$ cat config.mk
export PLATFORM = sky130hd
export DESIGN_NAME = rfc_rx_check
export DESIGN_NICKNAME = d
export VERILOG_FILES = /design/src/inc/rfc_pkg.sv /design/src/inc/rfc_stream_if.sv /design/src/hdl/rfc_fifo.sv /design/src/hdl/rfc_rx_check.sv
export SDC_FILE = /design/constraint.sdc
export NUM_CORES = 2
export LEC_CHECK = 0
export BUFFER_PORTS_ARGS = -buffer_cell sky130_fd_sc_hd__buf_2
export CAP_MARGIN = 20
export CORE_AREA = 4 4 640 642
export DETAILED_ROUTE_END_ITERATION = 10
export DIE_AREA = 0 0 644 646
export HOLD_SLACK_MARGIN = 0.12
export PLACE_DENSITY = 0.45
export SLEW_MARGIN = 10
export SYNTH_ARGS = -nofsm -noshare
export SYNTH_HDL_FRONTEND = slang
export SYNTH_SLANG_ARGS = --single-unit
$ cat constraint.sdc
create_clock -name mclk -period 157 [get_ports mclk]
set_clock_uncertainty 0.2 [all_clocks]
set_input_delay 15.7 -clock mclk [delete_from_list [all_inputs] [get_ports mclk]]
set_output_delay 15.7 -clock mclk [all_outputs]
set_load 0.02 [all_outputs]
$ cat src/inc/rfc_pkg.sv
package rfc_pkg;
  localparam int DATA_BYTES = 16;
  localparam int MTY_W = 4;
  localparam int LANES = 20;
  localparam int LANE_W = 5;
  localparam int RUNT_BYTES = 64;
  localparam int STAGE_WORDS = RUNT_BYTES / DATA_BYTES;
  localparam int FIFO_DEPTH = 4;
  localparam int LEVEL_W = $clog2(FIFO_DEPTH + 1);
  localparam logic [14:0] MAX_LEN_RST = 15'h2580;
  localparam logic [7:0] MIN_LEN_RST = 8'h40;
  localparam logic [15:0] SPACING_RST = 16'h3FFF;
  // the two parity bytes of a marker change from block to block
  localparam logic [63:0] MARKER_CMP_MASK = 64'hFFFFFF00FFFFFF00;
  localparam logic [LANES-1:0][63:0] MARKER_RST = {
    64'hC0F0E5003F0F1A00, 64'h5F662A00A099D500, 64'hADD6B70052294800,
    64'hC4314C003BCEB300, 64'h3536CD00CAC93200, 64'h83C7CA007C383500,
    64'h1AF8BD00E5074200, 64'h5CB9B200A3464D00, 64'hB9915500466EAA00,
    64'hFD6C990002936600, 64'h68C9FB0097360400, 64'hA02476005FDB8900,
    64'h7B45660084BA9900, 64'h9A4A260065B5D900, 64'hDD14C20022EB3D00,
    64'hF50709000AF8F600, 64'h4D957B00B26A8400, 64'h594BE800A6B41700,
    64'h9D718E00628E7100, 64'hC16821003E97DE00};

  typedef enum logic [1:0] {
    ST_GATHER = 2'b00,
    ST_DRAIN = 2'b01,
    ST_PASS = 2'b10,
    ST_DISCARD = 2'b11
  } rfc_state_e;

  typedef struct packed {
    logic [DATA_BYTES*8-1:0] data;
    logic [MTY_W-1:0] mty;
    logic sop;
    logic eop;
    logic err;
  } rfc_word_s;
endpackage

$ cat src/inc/rfc_stream_if.sv
`timescale 1ns/100ps
interface rfc_stream_if #(parameter int WIDTH = 8, parameter int LEVEL_W = 3);
  logic [WIDTH-1:0] data;
  logic valid;
  logic ready;
  logic [LEVEL_W-1:0] level;
  modport src (output data, output valid, input ready, input level);
  modport snk (input data, input valid, output ready, output level);
endinterface

$ cat src/hdl/rfc_fifo.sv
`timescale 1ns/100ps
module rfc_fifo #(
  parameter int WIDTH = 8,
  parameter int DEPTH = 4,
  parameter int LEVEL_W = 3
) (
  input wire logic mclk,
  input wire logic reset,
  rfc_stream_if.snk wr,
  rfc_stream_if.src rd
);
  localparam int AW = (DEPTH > 1) ? $clog2(DEPTH) : 1;

  typedef struct packed {
    logic [DEPTH-1:0][WIDTH-1:0] mem;
    logic [AW-1:0] wp;
    logic [AW-1:0] rp;
    logic [LEVEL_W-1:0] cnt;
  } rfc_fifo_s;

  rfc_fifo_s fifo_q;
  rfc_fifo_s fifo_d;
  logic push;
  logic pop;

  function automatic logic [AW-1:0] bump(input logic [AW-1:0] p);
    bump = (p == AW'(DEPTH - 1)) ? '0 : p + 1'b1;
  endfunction

  always_comb begin
    fifo_d = fifo_q;
    push = wr.valid && (fifo_q.cnt != LEVEL_W'(DEPTH));
    pop = rd.ready && (fifo_q.cnt != '0);
    if (push) begin
      fifo_d.mem[fifo_q.wp] = wr.data;
      fifo_d.wp = bump(fifo_q.wp);
    end
    if (pop) begin
      fifo_d.rp = bump(fifo_q.rp);
    end
    fifo_d.cnt = fifo_q.cnt + LEVEL_W'(push) - LEVEL_W'(pop);
  end

  always_ff @(posedge mclk or posedge reset) begin
    if (reset) begin
      fifo_q <= '0;
    end else begin
      fifo_q <= fifo_d;
    end
  end

  assign wr.ready = (fifo_q.cnt != LEVEL_W'(DEPTH));
  assign wr.level = fifo_q.cnt;
  assign rd.valid = (fifo_q.cnt != '0);
  assign rd.data = fifo_q.mem[fifo_q.rp];
endmodule

$ cat src/hdl/rfc_rx_check.sv
`timescale 1ns/100ps
module rfc_rx_check (
  input wire logic mclk,
  input wire logic reset,
  input wire logic rx_ignore_fcs,
  input wire logic [14:0] rx_max_packet_len,
  input wire logic [7:0] rx_min_packet_len,
  input wire logic [15:0] rx_marker_spacing_less_one,
  input wire logic [rfc_pkg::LANES-1:0][63:0] rx_lane_marker_pattern,
  input wire logic in_valid,
  output logic in_ready,
  input wire logic [rfc_pkg::DATA_BYTES*8-1:0] in_data,
  input wire logic [rfc_pkg::MTY_W-1:0] in_mty,
  input wire logic in_sop,
  input wire logic in_eop,
  input wire logic in_fcs_bad,
  input wire logic rx_user_ready,
  output logic rx_user_valid_out,
  output logic [rfc_pkg::DATA_BYTES*8-1:0] rx_user_data_out,
  output logic [rfc_pkg::MTY_W-1:0] rx_user_mty_out,
  output logic rx_user_sop_out,
  output logic rx_user_eop_out,
  output logic rx_user_err_out,
  output logic stat_rx_bad_fcs,
  output logic stat_rx_good_pkt,
  output logic stat_rx_runt_drop,
  output logic stat_rx_oversize,
  input wire logic lane_blk_valid,
  input wire logic [63:0] lane_blk_data,
  output logic lane_locked_out,
  output logic [rfc_pkg::LANE_W-1:0] lane_id_out
);
  localparam int WORD_W = $bits(rfc_pkg::rfc_word_s);
  localparam logic [15:0] RUNT16 = 16'(rfc_pkg::RUNT_BYTES);
  localparam logic [15:0] WORD16 = 16'(rfc_pkg::DATA_BYTES);

  typedef struct packed {
    logic ignore_fcs;
    logic [14:0] max_len;
    logic [7:0] min_len;
    logic [15:0] spacing;
    logic [rfc_pkg::LANES-1:0][63:0] pat;
  } rfc_cfg_s;

  typedef struct packed {
    rfc_cfg_s cfg;
    rfc_pkg::rfc_state_e st;
    rfc_pkg::rfc_state_e tail;
    logic [rfc_pkg::STAGE_WORDS-1:0][WORD_W-1:0] stage;
    logic [2:0] stage_n;
    logic [1:0] drain_i;
    logic [15:0] bytes;
    logic in_rdy;
    rfc_pkg::rfc_word_s out_w;
    logic out_v;
    logic st_bad_fcs;
    logic st_good;
    logic st_runt;
    logic st_over;
    logic [16:0] lane_cnt;
    logic [rfc_pkg::LANE_W-1:0] lane_id;
    logic locked;
  } rfc_top_s;

  rfc_top_s s_q;
  rfc_top_s s_d;

  rfc_stream_if #(.WIDTH(WORD_W), .LEVEL_W(rfc_pkg::LEVEL_W)) fin_if ();
  rfc_stream_if #(.WIDTH(WORD_W), .LEVEL_W(rfc_pkg::LEVEL_W)) fout_if ();

  rfc_fifo #(.WIDTH(WORD_W), .DEPTH(rfc_pkg::FIFO_DEPTH), .LEVEL_W(rfc_pkg::LEVEL_W)) u_fifo (
    .mclk(mclk),
    .reset(reset),
    .wr(fin_if.snk),
    .rd(fout_if.src)
  );

  // returns {hit, lane}; the highest matching lane wins if patterns overlap
  function automatic logic [rfc_pkg::LANE_W:0] lane_match(
    input logic [63:0] blk,
    input logic [rfc_pkg::LANES-1:0][63:0] pat
  );
    lane_match = '0;
    for (int i = 0; i < rfc_pkg::LANES; i++) begin
      if (((blk ^ pat[i]) & rfc_pkg::MARKER_CMP_MASK) == '0) begin
        lane_match = {1'b1, rfc_pkg::LANE_W'(i)};
      end
    end
  endfunction

  logic in_take;
  logic trunc_now;
  logic fin_eop;
  logic [15:0] nb;
  logic [15:0] new_len;
  logic [15:0] fin_len;
  logic [15:0] max16;
  logic [15:0] min16;
  rfc_pkg::rfc_word_s w;
  logic push;
  rfc_pkg::rfc_word_s push_w;
  logic [rfc_pkg::LANE_W:0] lm;
  logic lane_due;

  always_comb begin
    s_d = s_q;
    s_d.cfg.ignore_fcs = rx_ignore_fcs;
    s_d.cfg.max_len = rx_max_packet_len;
    s_d.cfg.min_len = rx_min_packet_len;
    s_d.cfg.spacing = rx_marker_spacing_less_one;
    s_d.cfg.pat = rx_lane_marker_pattern;
    s_d.st_bad_fcs = 1'b0;
    s_d.st_good = 1'b0;
    s_d.st_runt = 1'b0;
    s_d.st_over = 1'b0;

    in_take = in_valid && s_q.in_rdy;
    max16 = {1'b0, s_q.cfg.max_len};
    min16 = {8'h00, s_q.cfg.min_len};
    nb = in_eop ? WORD16 - 16'(in_mty) : WORD16;
    new_len = s_q.bytes + nb;
    // a packet that reaches the limit with more to come is already too long
    trunc_now = in_take && (s_q.st != rfc_pkg::ST_DISCARD) &&
                ((new_len > max16) || ((new_len == max16) && !in_eop));
    fin_len = trunc_now ? max16 : new_len;
    fin_eop = in_eop || trunc_now;
    w.data = in_data;
    w.sop = in_sop;
    w.eop = fin_eop;
    if (trunc_now) begin
      w.mty = rfc_pkg::MTY_W'(WORD16 - (max16 - s_q.bytes));
    end else begin
      w.mty = in_eop ? in_mty : '0;
    end
    w.err = fin_eop && (trunc_now ||
                        (in_eop && in_fcs_bad && !s_q.cfg.ignore_fcs) ||
                        (fin_len < min16));

    if (in_take && in_eop && in_fcs_bad) begin
      s_d.st_bad_fcs = 1'b1;
    end

    push = 1'b0;
    push_w = w;
    case (s_q.st)
      rfc_pkg::ST_GATHER: begin
        // hold up to one runt's worth so short packets never reach the fifo
        if (in_take) begin
          s_d.stage[s_q.stage_n[1:0]] = w;
          s_d.stage_n = s_q.stage_n + 3'd1;
          s_d.bytes = fin_len;
          if (fin_eop && (fin_len < RUNT16)) begin
            s_d.stage_n = '0;
            s_d.bytes = '0;
            s_d.st_runt = 1'b1;
          end else if (fin_eop) begin
            s_d.st = rfc_pkg::ST_DRAIN;
            s_d.tail = (trunc_now && !in_eop) ? rfc_pkg::ST_DISCARD : rfc_pkg::ST_GATHER;
            s_d.st_over = trunc_now;
            s_d.st_good = !trunc_now && (fin_len >= min16);
          end else if ((fin_len >= RUNT16) || (s_q.stage_n == 3'(rfc_pkg::STAGE_WORDS - 1))) begin
            s_d.st = rfc_pkg::ST_DRAIN;
            s_d.tail = rfc_pkg::ST_PASS;
          end
        end
      end
      rfc_pkg::ST_DRAIN: begin
        push = 1'b1;
        push_w = s_q.stage[s_q.drain_i];
        if (fin_if.ready) begin
          s_d.drain_i = s_q.drain_i + 2'd1;
          if (3'(s_q.drain_i) == s_q.stage_n - 3'd1) begin
            s_d.st = s_q.tail;
            s_d.drain_i = '0;
            s_d.stage_n = '0;
            if (s_q.tail != rfc_pkg::ST_PASS) begin
              s_d.bytes = '0;
            end
          end
        end
      end
      rfc_pkg::ST_PASS: begin
        // room was promised when in_ready was raised
        if (in_take) begin
          push = 1'b1;
          s_d.bytes = fin_len;
          if (fin_eop) begin
            s_d.bytes = '0;
            s_d.st = (trunc_now && !in_eop) ? rfc_pkg::ST_DISCARD : rfc_pkg::ST_GATHER;
            s_d.st_over = trunc_now;
            s_d.st_good = !trunc_now && (fin_len >= min16);
          end
        end
      end
      rfc_pkg::ST_DISCARD: begin
        if (in_take && in_eop) begin
          s_d.st = rfc_pkg::ST_GATHER;
        end
      end
      default: begin
        s_d.st = rfc_pkg::ST_GATHER;
      end
    endcase

    // conservative by one slot so a registered ready never overruns
    case (s_d.st)
      rfc_pkg::ST_DRAIN: s_d.in_rdy = 1'b0;
      rfc_pkg::ST_PASS: s_d.in_rdy =
        ({1'b0, fin_if.level} + (rfc_pkg::LEVEL_W+1)'(push)) < (rfc_pkg::LEVEL_W+1)'(rfc_pkg::FIFO_DEPTH - 1);
      default: s_d.in_rdy = 1'b1;
    endcase

    if (fout_if.valid && fout_if.ready) begin
      s_d.out_w = fout_if.data;
      s_d.out_v = 1'b1;
    end else if (rx_user_ready) begin
      s_d.out_v = 1'b0;
    end

    lm = lane_match(lane_blk_data, s_q.cfg.pat);
    // >= so that shrinking the spacing mid-count still checks the next block
    lane_due = (s_q.lane_cnt >= ({1'b0, s_q.cfg.spacing} + 17'd1));
    if (lane_blk_valid) begin
      if (!s_q.locked) begin
        if (lm[rfc_pkg::LANE_W]) begin
          s_d.locked = 1'b1;
          s_d.lane_id = lm[rfc_pkg::LANE_W-1:0];
          s_d.lane_cnt = '0;
        end
      end else if (lane_due) begin
        if (lm[rfc_pkg::LANE_W] && (lm[rfc_pkg::LANE_W-1:0] == s_q.lane_id)) begin
          s_d.lane_cnt = '0;
        end else begin
          s_d.locked = 1'b0;
        end
      end else begin
        s_d.lane_cnt = s_q.lane_cnt + 17'd1;
      end
    end
  end

  assign fin_if.valid = push;
  assign fin_if.data = push_w;
  assign fout_if.ready = !s_q.out_v || rx_user_ready;
  assign fout_if.level = fin_if.level;

  always_ff @(posedge mclk or posedge reset) begin
    if (reset) begin
      s_q <= '0;
      s_q.cfg.max_len <= rfc_pkg::MAX_LEN_RST;
      s_q.cfg.min_len <= rfc_pkg::MIN_LEN_RST;
      s_q.cfg.spacing <= rfc_pkg::SPACING_RST;
      s_q.cfg.pat <= rfc_pkg::MARKER_RST;
      s_q.st <= rfc_pkg::ST_GATHER;
      s_q.tail <= rfc_pkg::ST_GATHER;
      s_q.in_rdy <= 1'b1;
    end else begin
      s_q <= s_d;
    end
  end

  assign in_ready = s_q.in_rdy;
  assign rx_user_valid_out = s_q.out_v;
  assign rx_user_data_out = s_q.out_w.data;
  assign rx_user_mty_out = s_q.out_w.mty;
  assign rx_user_sop_out = s_q.out_w.sop;
  assign rx_user_eop_out = s_q.out_w.eop;
  assign rx_user_err_out = s_q.out_w.err;
  assign stat_rx_bad_fcs = s_q.st_bad_fcs;
  assign stat_rx_good_pkt = s_q.st_good;
  assign stat_rx_runt_drop = s_q.st_runt;
  assign stat_rx_oversize = s_q.st_over;
  assign lane_locked_out = s_q.locked;
  assign lane_id_out = s_q.lane_id;
endmodule

==> metrics.md <==
| Metric | Value |
|---|---|
| Worst flop-to-flop path startpoint | `s_q[165]$_DFFE_PP0P_` |
| Postcts setup bufs | `0` |
| Static Leak | `~53 nW` |
| EDFF count, synth | `0` |
| Slew of the pin with the lowest slew margin | `approximately 1300 ps` |
| Pwr dens | `12.9 nW/um2` |
| Sequential power share | `0.415` |
| Max_cap viols | `0` |
| Die ar. | `416,000 um2` |
| PortBufs | `between 1,000 and 1,500` |
| Vias per Instance | `4.48` |
| WP depth | `29` |
| Psw | `0.450 mW` |
| Top FF cell, synth | `dfrtp_1` |
| CTS Buf Count | `279` |
| Combinational cell fraction of total power | `0.153` |
| P_int | `about 1.1 mW` |
| Crit-path slowest cell | `a21oi_1` |
| Starting density of the core | `0.236` |
| WHS Endpoint | `u_fifo.fifo_q[41]$_DFFE_PP0P_` |
| Die height | `646 um` |
| Post-synthesis adder-cell area fraction | `0.00982` |
| WS Path Type | `input port to flip-flop` |
| Area post-placement | `between 100,000 and 150,000 um2` |
| Mux contribution to synthesized area | `0.158` |
| Ratio of cells with drive above 1 in the final layout | `0.407` |
| Vias in the first global route | `66,200` |
| FFs w/ async S/R, synth | `1.00` |
| Compound-Gate Fraction of Synth Area | `0.0433` |
| Reg2reg setup slack | `148,830 ps` |
| Rel. slew slack | `0.164` |
| Die X-Extent | `644 um` |
| Hold Vio Cnt, Final | `0` |
| HP Start | `u_fifo.fifo_q[41]$_DFFE_PP0P_` |
| CP endpoint kind | `flip-flop` |
| Synth Area in XOR/XNOR | `0.0913` |
| Startpoint types | `input port` |
| First-pass GRT wire length | `566,000 um` |
| Clock Path Buffers | `4` |
| Bufs and invs on worst path | `2` |
| Placeable Area | `405,000 um2` |
| Final setup vio count | `0` |
| Distinct cell type count after synthesis | `81` |
| Run status | `finished, final reports clean` |
| Worst Hold Class | `flip-flop to flip-flop` |
| Cts repair resizes | `0` |
| Layout Cell Area excl Fill | `117,000 um2` |
| Syn. warnings | `0` |
| Commonest non-fill, non-tap cell in the layout | `dfrtp_1` |
| Hold Path Depth | `2` |
| Synth Register Bits | `approximately 2,300` |
| CTS root buf | `clkbuf_16` |
| Sequential fraction of the synthesis area | `0.604` |
| Sw Ratio | `0.298` |
| WP data arrival | `23,710 ps` |
| Routed length per placed instance | `30.1 um` |
| Clk network pwr share | `0.432` |
| Final HPWL DP | `308,000 um` |
| DRT Pass-1 Iters | `5` |
| Antenna Violating Nets Remaining | `0` |
| Synthesized area per cell | `roughly 14 um2` |
| DR vias | `between 60,000 and 70,000` |
| Leading cell types in the layout, fill and taps excluded | `dfrtp_1, buf_2, mux2_2` |
| Max VDD drop | `0.0000130 V` |
| Max Freq | `43.3 MHz` |
| Crit-path max cell delay | `approximately 830 ps` |
| Worst-path fanout max | `18` |
| Gr usage total | `0.197` |
| Fin. max-slew vios | `0` |
| Drt drc | `0` |
| Setup repair after global routing missed its margin | `false` |
| H-tree level count | `5` |
| Starting DRT DRC Count | `4,421` |
| Main combinational cell family by area after synthesis | `multiplexers` |
| Worst path required time | `157,610 ps` |
| Crit path time final | `roughly 23,000 ps` |
| Reg-to-Reg End | `u_fifo.fifo_q[7]$_DFFE_PP0P_` |
| Critical path's top delay family | `compound AO/OA/AOI/OAI gates` |
| Post-synthesis simple-gate area fraction | `0.0587` |
| Sum of negative setup slack | `0 ps` |
| Clock Sinks | `2,276` |
| Period utilisation layout | `0.147` |
| Gpl congestion | `about 0.88` |
| Synth area leaders | `dfrtp_1, dfstp_2, mux2_2, mux4_2, xnor2_1` |
| Reg2reg path depth | `25` |
| Worst skew pair latency | `a little over 900 ps` |
| Worst hold margin | `274 ps` |
| Top cell type's share of synthesized area | `0.466` |
| Synthesized netlist net count | `8,509` |
| Grt ovf | `0` |
| Drt total wl | `421,000 um` |
| CTS tree | `built` |
| Io pins | `1,671` |
| Initial antenna violation count | `229` |
| Mapped Cells | `6,912` |
| FP Rows | `between 200 and 250` |
| Largest net degree at the start of global routing | `~170` |
| Post-synth top area cell | `dfrtp_1` |
| Clk slew on worst S/H paths | `60 ps` |
| Area Growth Syn to Fin | `22.6%` |
| Layout Nets | `9,755` |
| Post-CTS Hold Fix Bufs | `0` |
| Cell Area, Synth | `95,300 um2` |
## logic make-up after synthesis
logic type,after synthesis
AND/OR/NAND/NOR,1161
AO/OA/AOI/OAI,744
adder cells (fa/ha/maj),73
flip-flops,2276
XOR/XNOR,994
buffers and inverters,582
multiplexers,1082
## cells in the mapped netlist (7+ instances only)
| master | n |
|---|---|
| nor3_1 | 16 |
| ha_1 | 70 |
| and3_1 | 29 |
| nor2_1 | 59 |
| dfstp_2 | 500 |
| inv_1 | 61 |
| nand3_1 | 38 |
| nor4_1 | 140 |
| buf_6 | 61 |
| buf_1 | 69 |
| nor2b_1 | 17 |
| dfrtp_1 | 1776 |
| nand2_1 | 615 |
| xor2_1 | 385 |
| xnor2_1 | 609 |
| a21o_1 | 19 |
| mux2_2 | 678 |
| and2_1 | 15 |
| mux4_2 | 270 |
| a21bo_1 | 7 |
| o21ai_0 | 588 |
| o31ai_1 | 8 |
| clkbuf_1 | 211 |
| nand4_1 | 190 |
| a21oi_1 | 42 |
| nand2b_1 | 8 |
| buf_4 | 171 |
| mux2i_1 | 134 |
## through the flow
| step | utilization | worst slack, ps | std cells | total power [mW] |
|---|---|---|---|---|
| final | 0.289 | 133900 | 14000 | 1.51 |
| after detailed placement | 0.265 | 132560 | 13300 | 0.875 |
| after CTS | 0.288 | 133550 | 13800 | 1.54 |
| after global routing | 0.288 | 132550 | 13900 | 1.57 |
| after global placement | 0.265 | 132980 | 13300 | 0.874 |
| after floorplan | - | 77610 | 6912 | 0.768 |
## power by group through the flow
stage	sequential, mW	clock, mW	combinational, mW
floorplan	0.625	0	0.143
global placement	0.638	0	0.236
detailed placement	0.638	0	0.238
CTS	0.628	0.673	0.238
global route	0.629	0.695	0.249
finish	0.627	0.652	0.231
## state kept, by name (all words and copies together) (netlist names)
register and cells:
stat_rx_good_pkt 1, stat_rx_oversize 1, min16 8, stat_rx_runt_drop 1, s_q 1559, rx_user_err_out 1
lane_id_out 5, rx_user_mty_out 4, u_fifo.fifo_q 544, stat_rx_bad_fcs 1, rx_user_data_out 128, rx_user_eop_out 1
lane_locked_out 1, u_fifo.wr.level 3, rx_user_sop_out 1, max16 15, rx_user_valid_out 1, in_ready 1
## routing by layer
| layer | wire length, um | share of wire | vias up | global-route usage |
|---|---|---|---|---|
| met2 | 203000 | 0.48 | 2180 | 0.331 |
| li1 | - | - | 26600 | - |
| met3 | 26700 | 0.063 | 840 | 0.0454 |
| met1 | 170000 | 0.40 | 32800 | 0.242 |
| met5 | 681 | 0.0016 | - | 0 |
| met4 | 20500 | 0.049 | 104 | 0.0816 |
## worst register-to-register path: cells and delay by family, from the launching register on
family / cells / cell delay (ps)
adder cells (fa/ha/maj): 3 / 1030
multiplexers: 1 / 460
flip-flops: 1 / 440
XOR/XNOR: 1 / 380
AO/OA/AOI/OAI: 14 / 4260
AND/OR/NAND/NOR: 6 / 1320
## worst max path at each step
stage                     slack [ps]      start                           end
after floorplan                77610      reset    lane_id_out[0]$_DFFE_PP0P_
after global placement        132980      reset           s_q[1089]$_DFF_PP0_
after detailed placement      132560      reset           s_q[1089]$_DFF_PP0_
after CTS                     133550      reset           s_q[1288]$_DFF_PP0_
after global routing          132550      reset           s_q[1089]$_DFF_PP0_
final                         133900  in_mty[0]  u_fifo.fifo_q[7]$_DFFE_PP0P_
## area by class of cell
type	count	area (um2)
Multi-Input combinational cell	4054	34600
Timing Repair Buffer	1485	8100
Clock inverter	84	1050
Antenna cell	158	395
Fill cell	41400	288000
Sequential cell	2276	57600
Inverter	62	240
Tap cell	5428	6790
Clock buffer	413	8150
(Power assumes the default switching activity.)
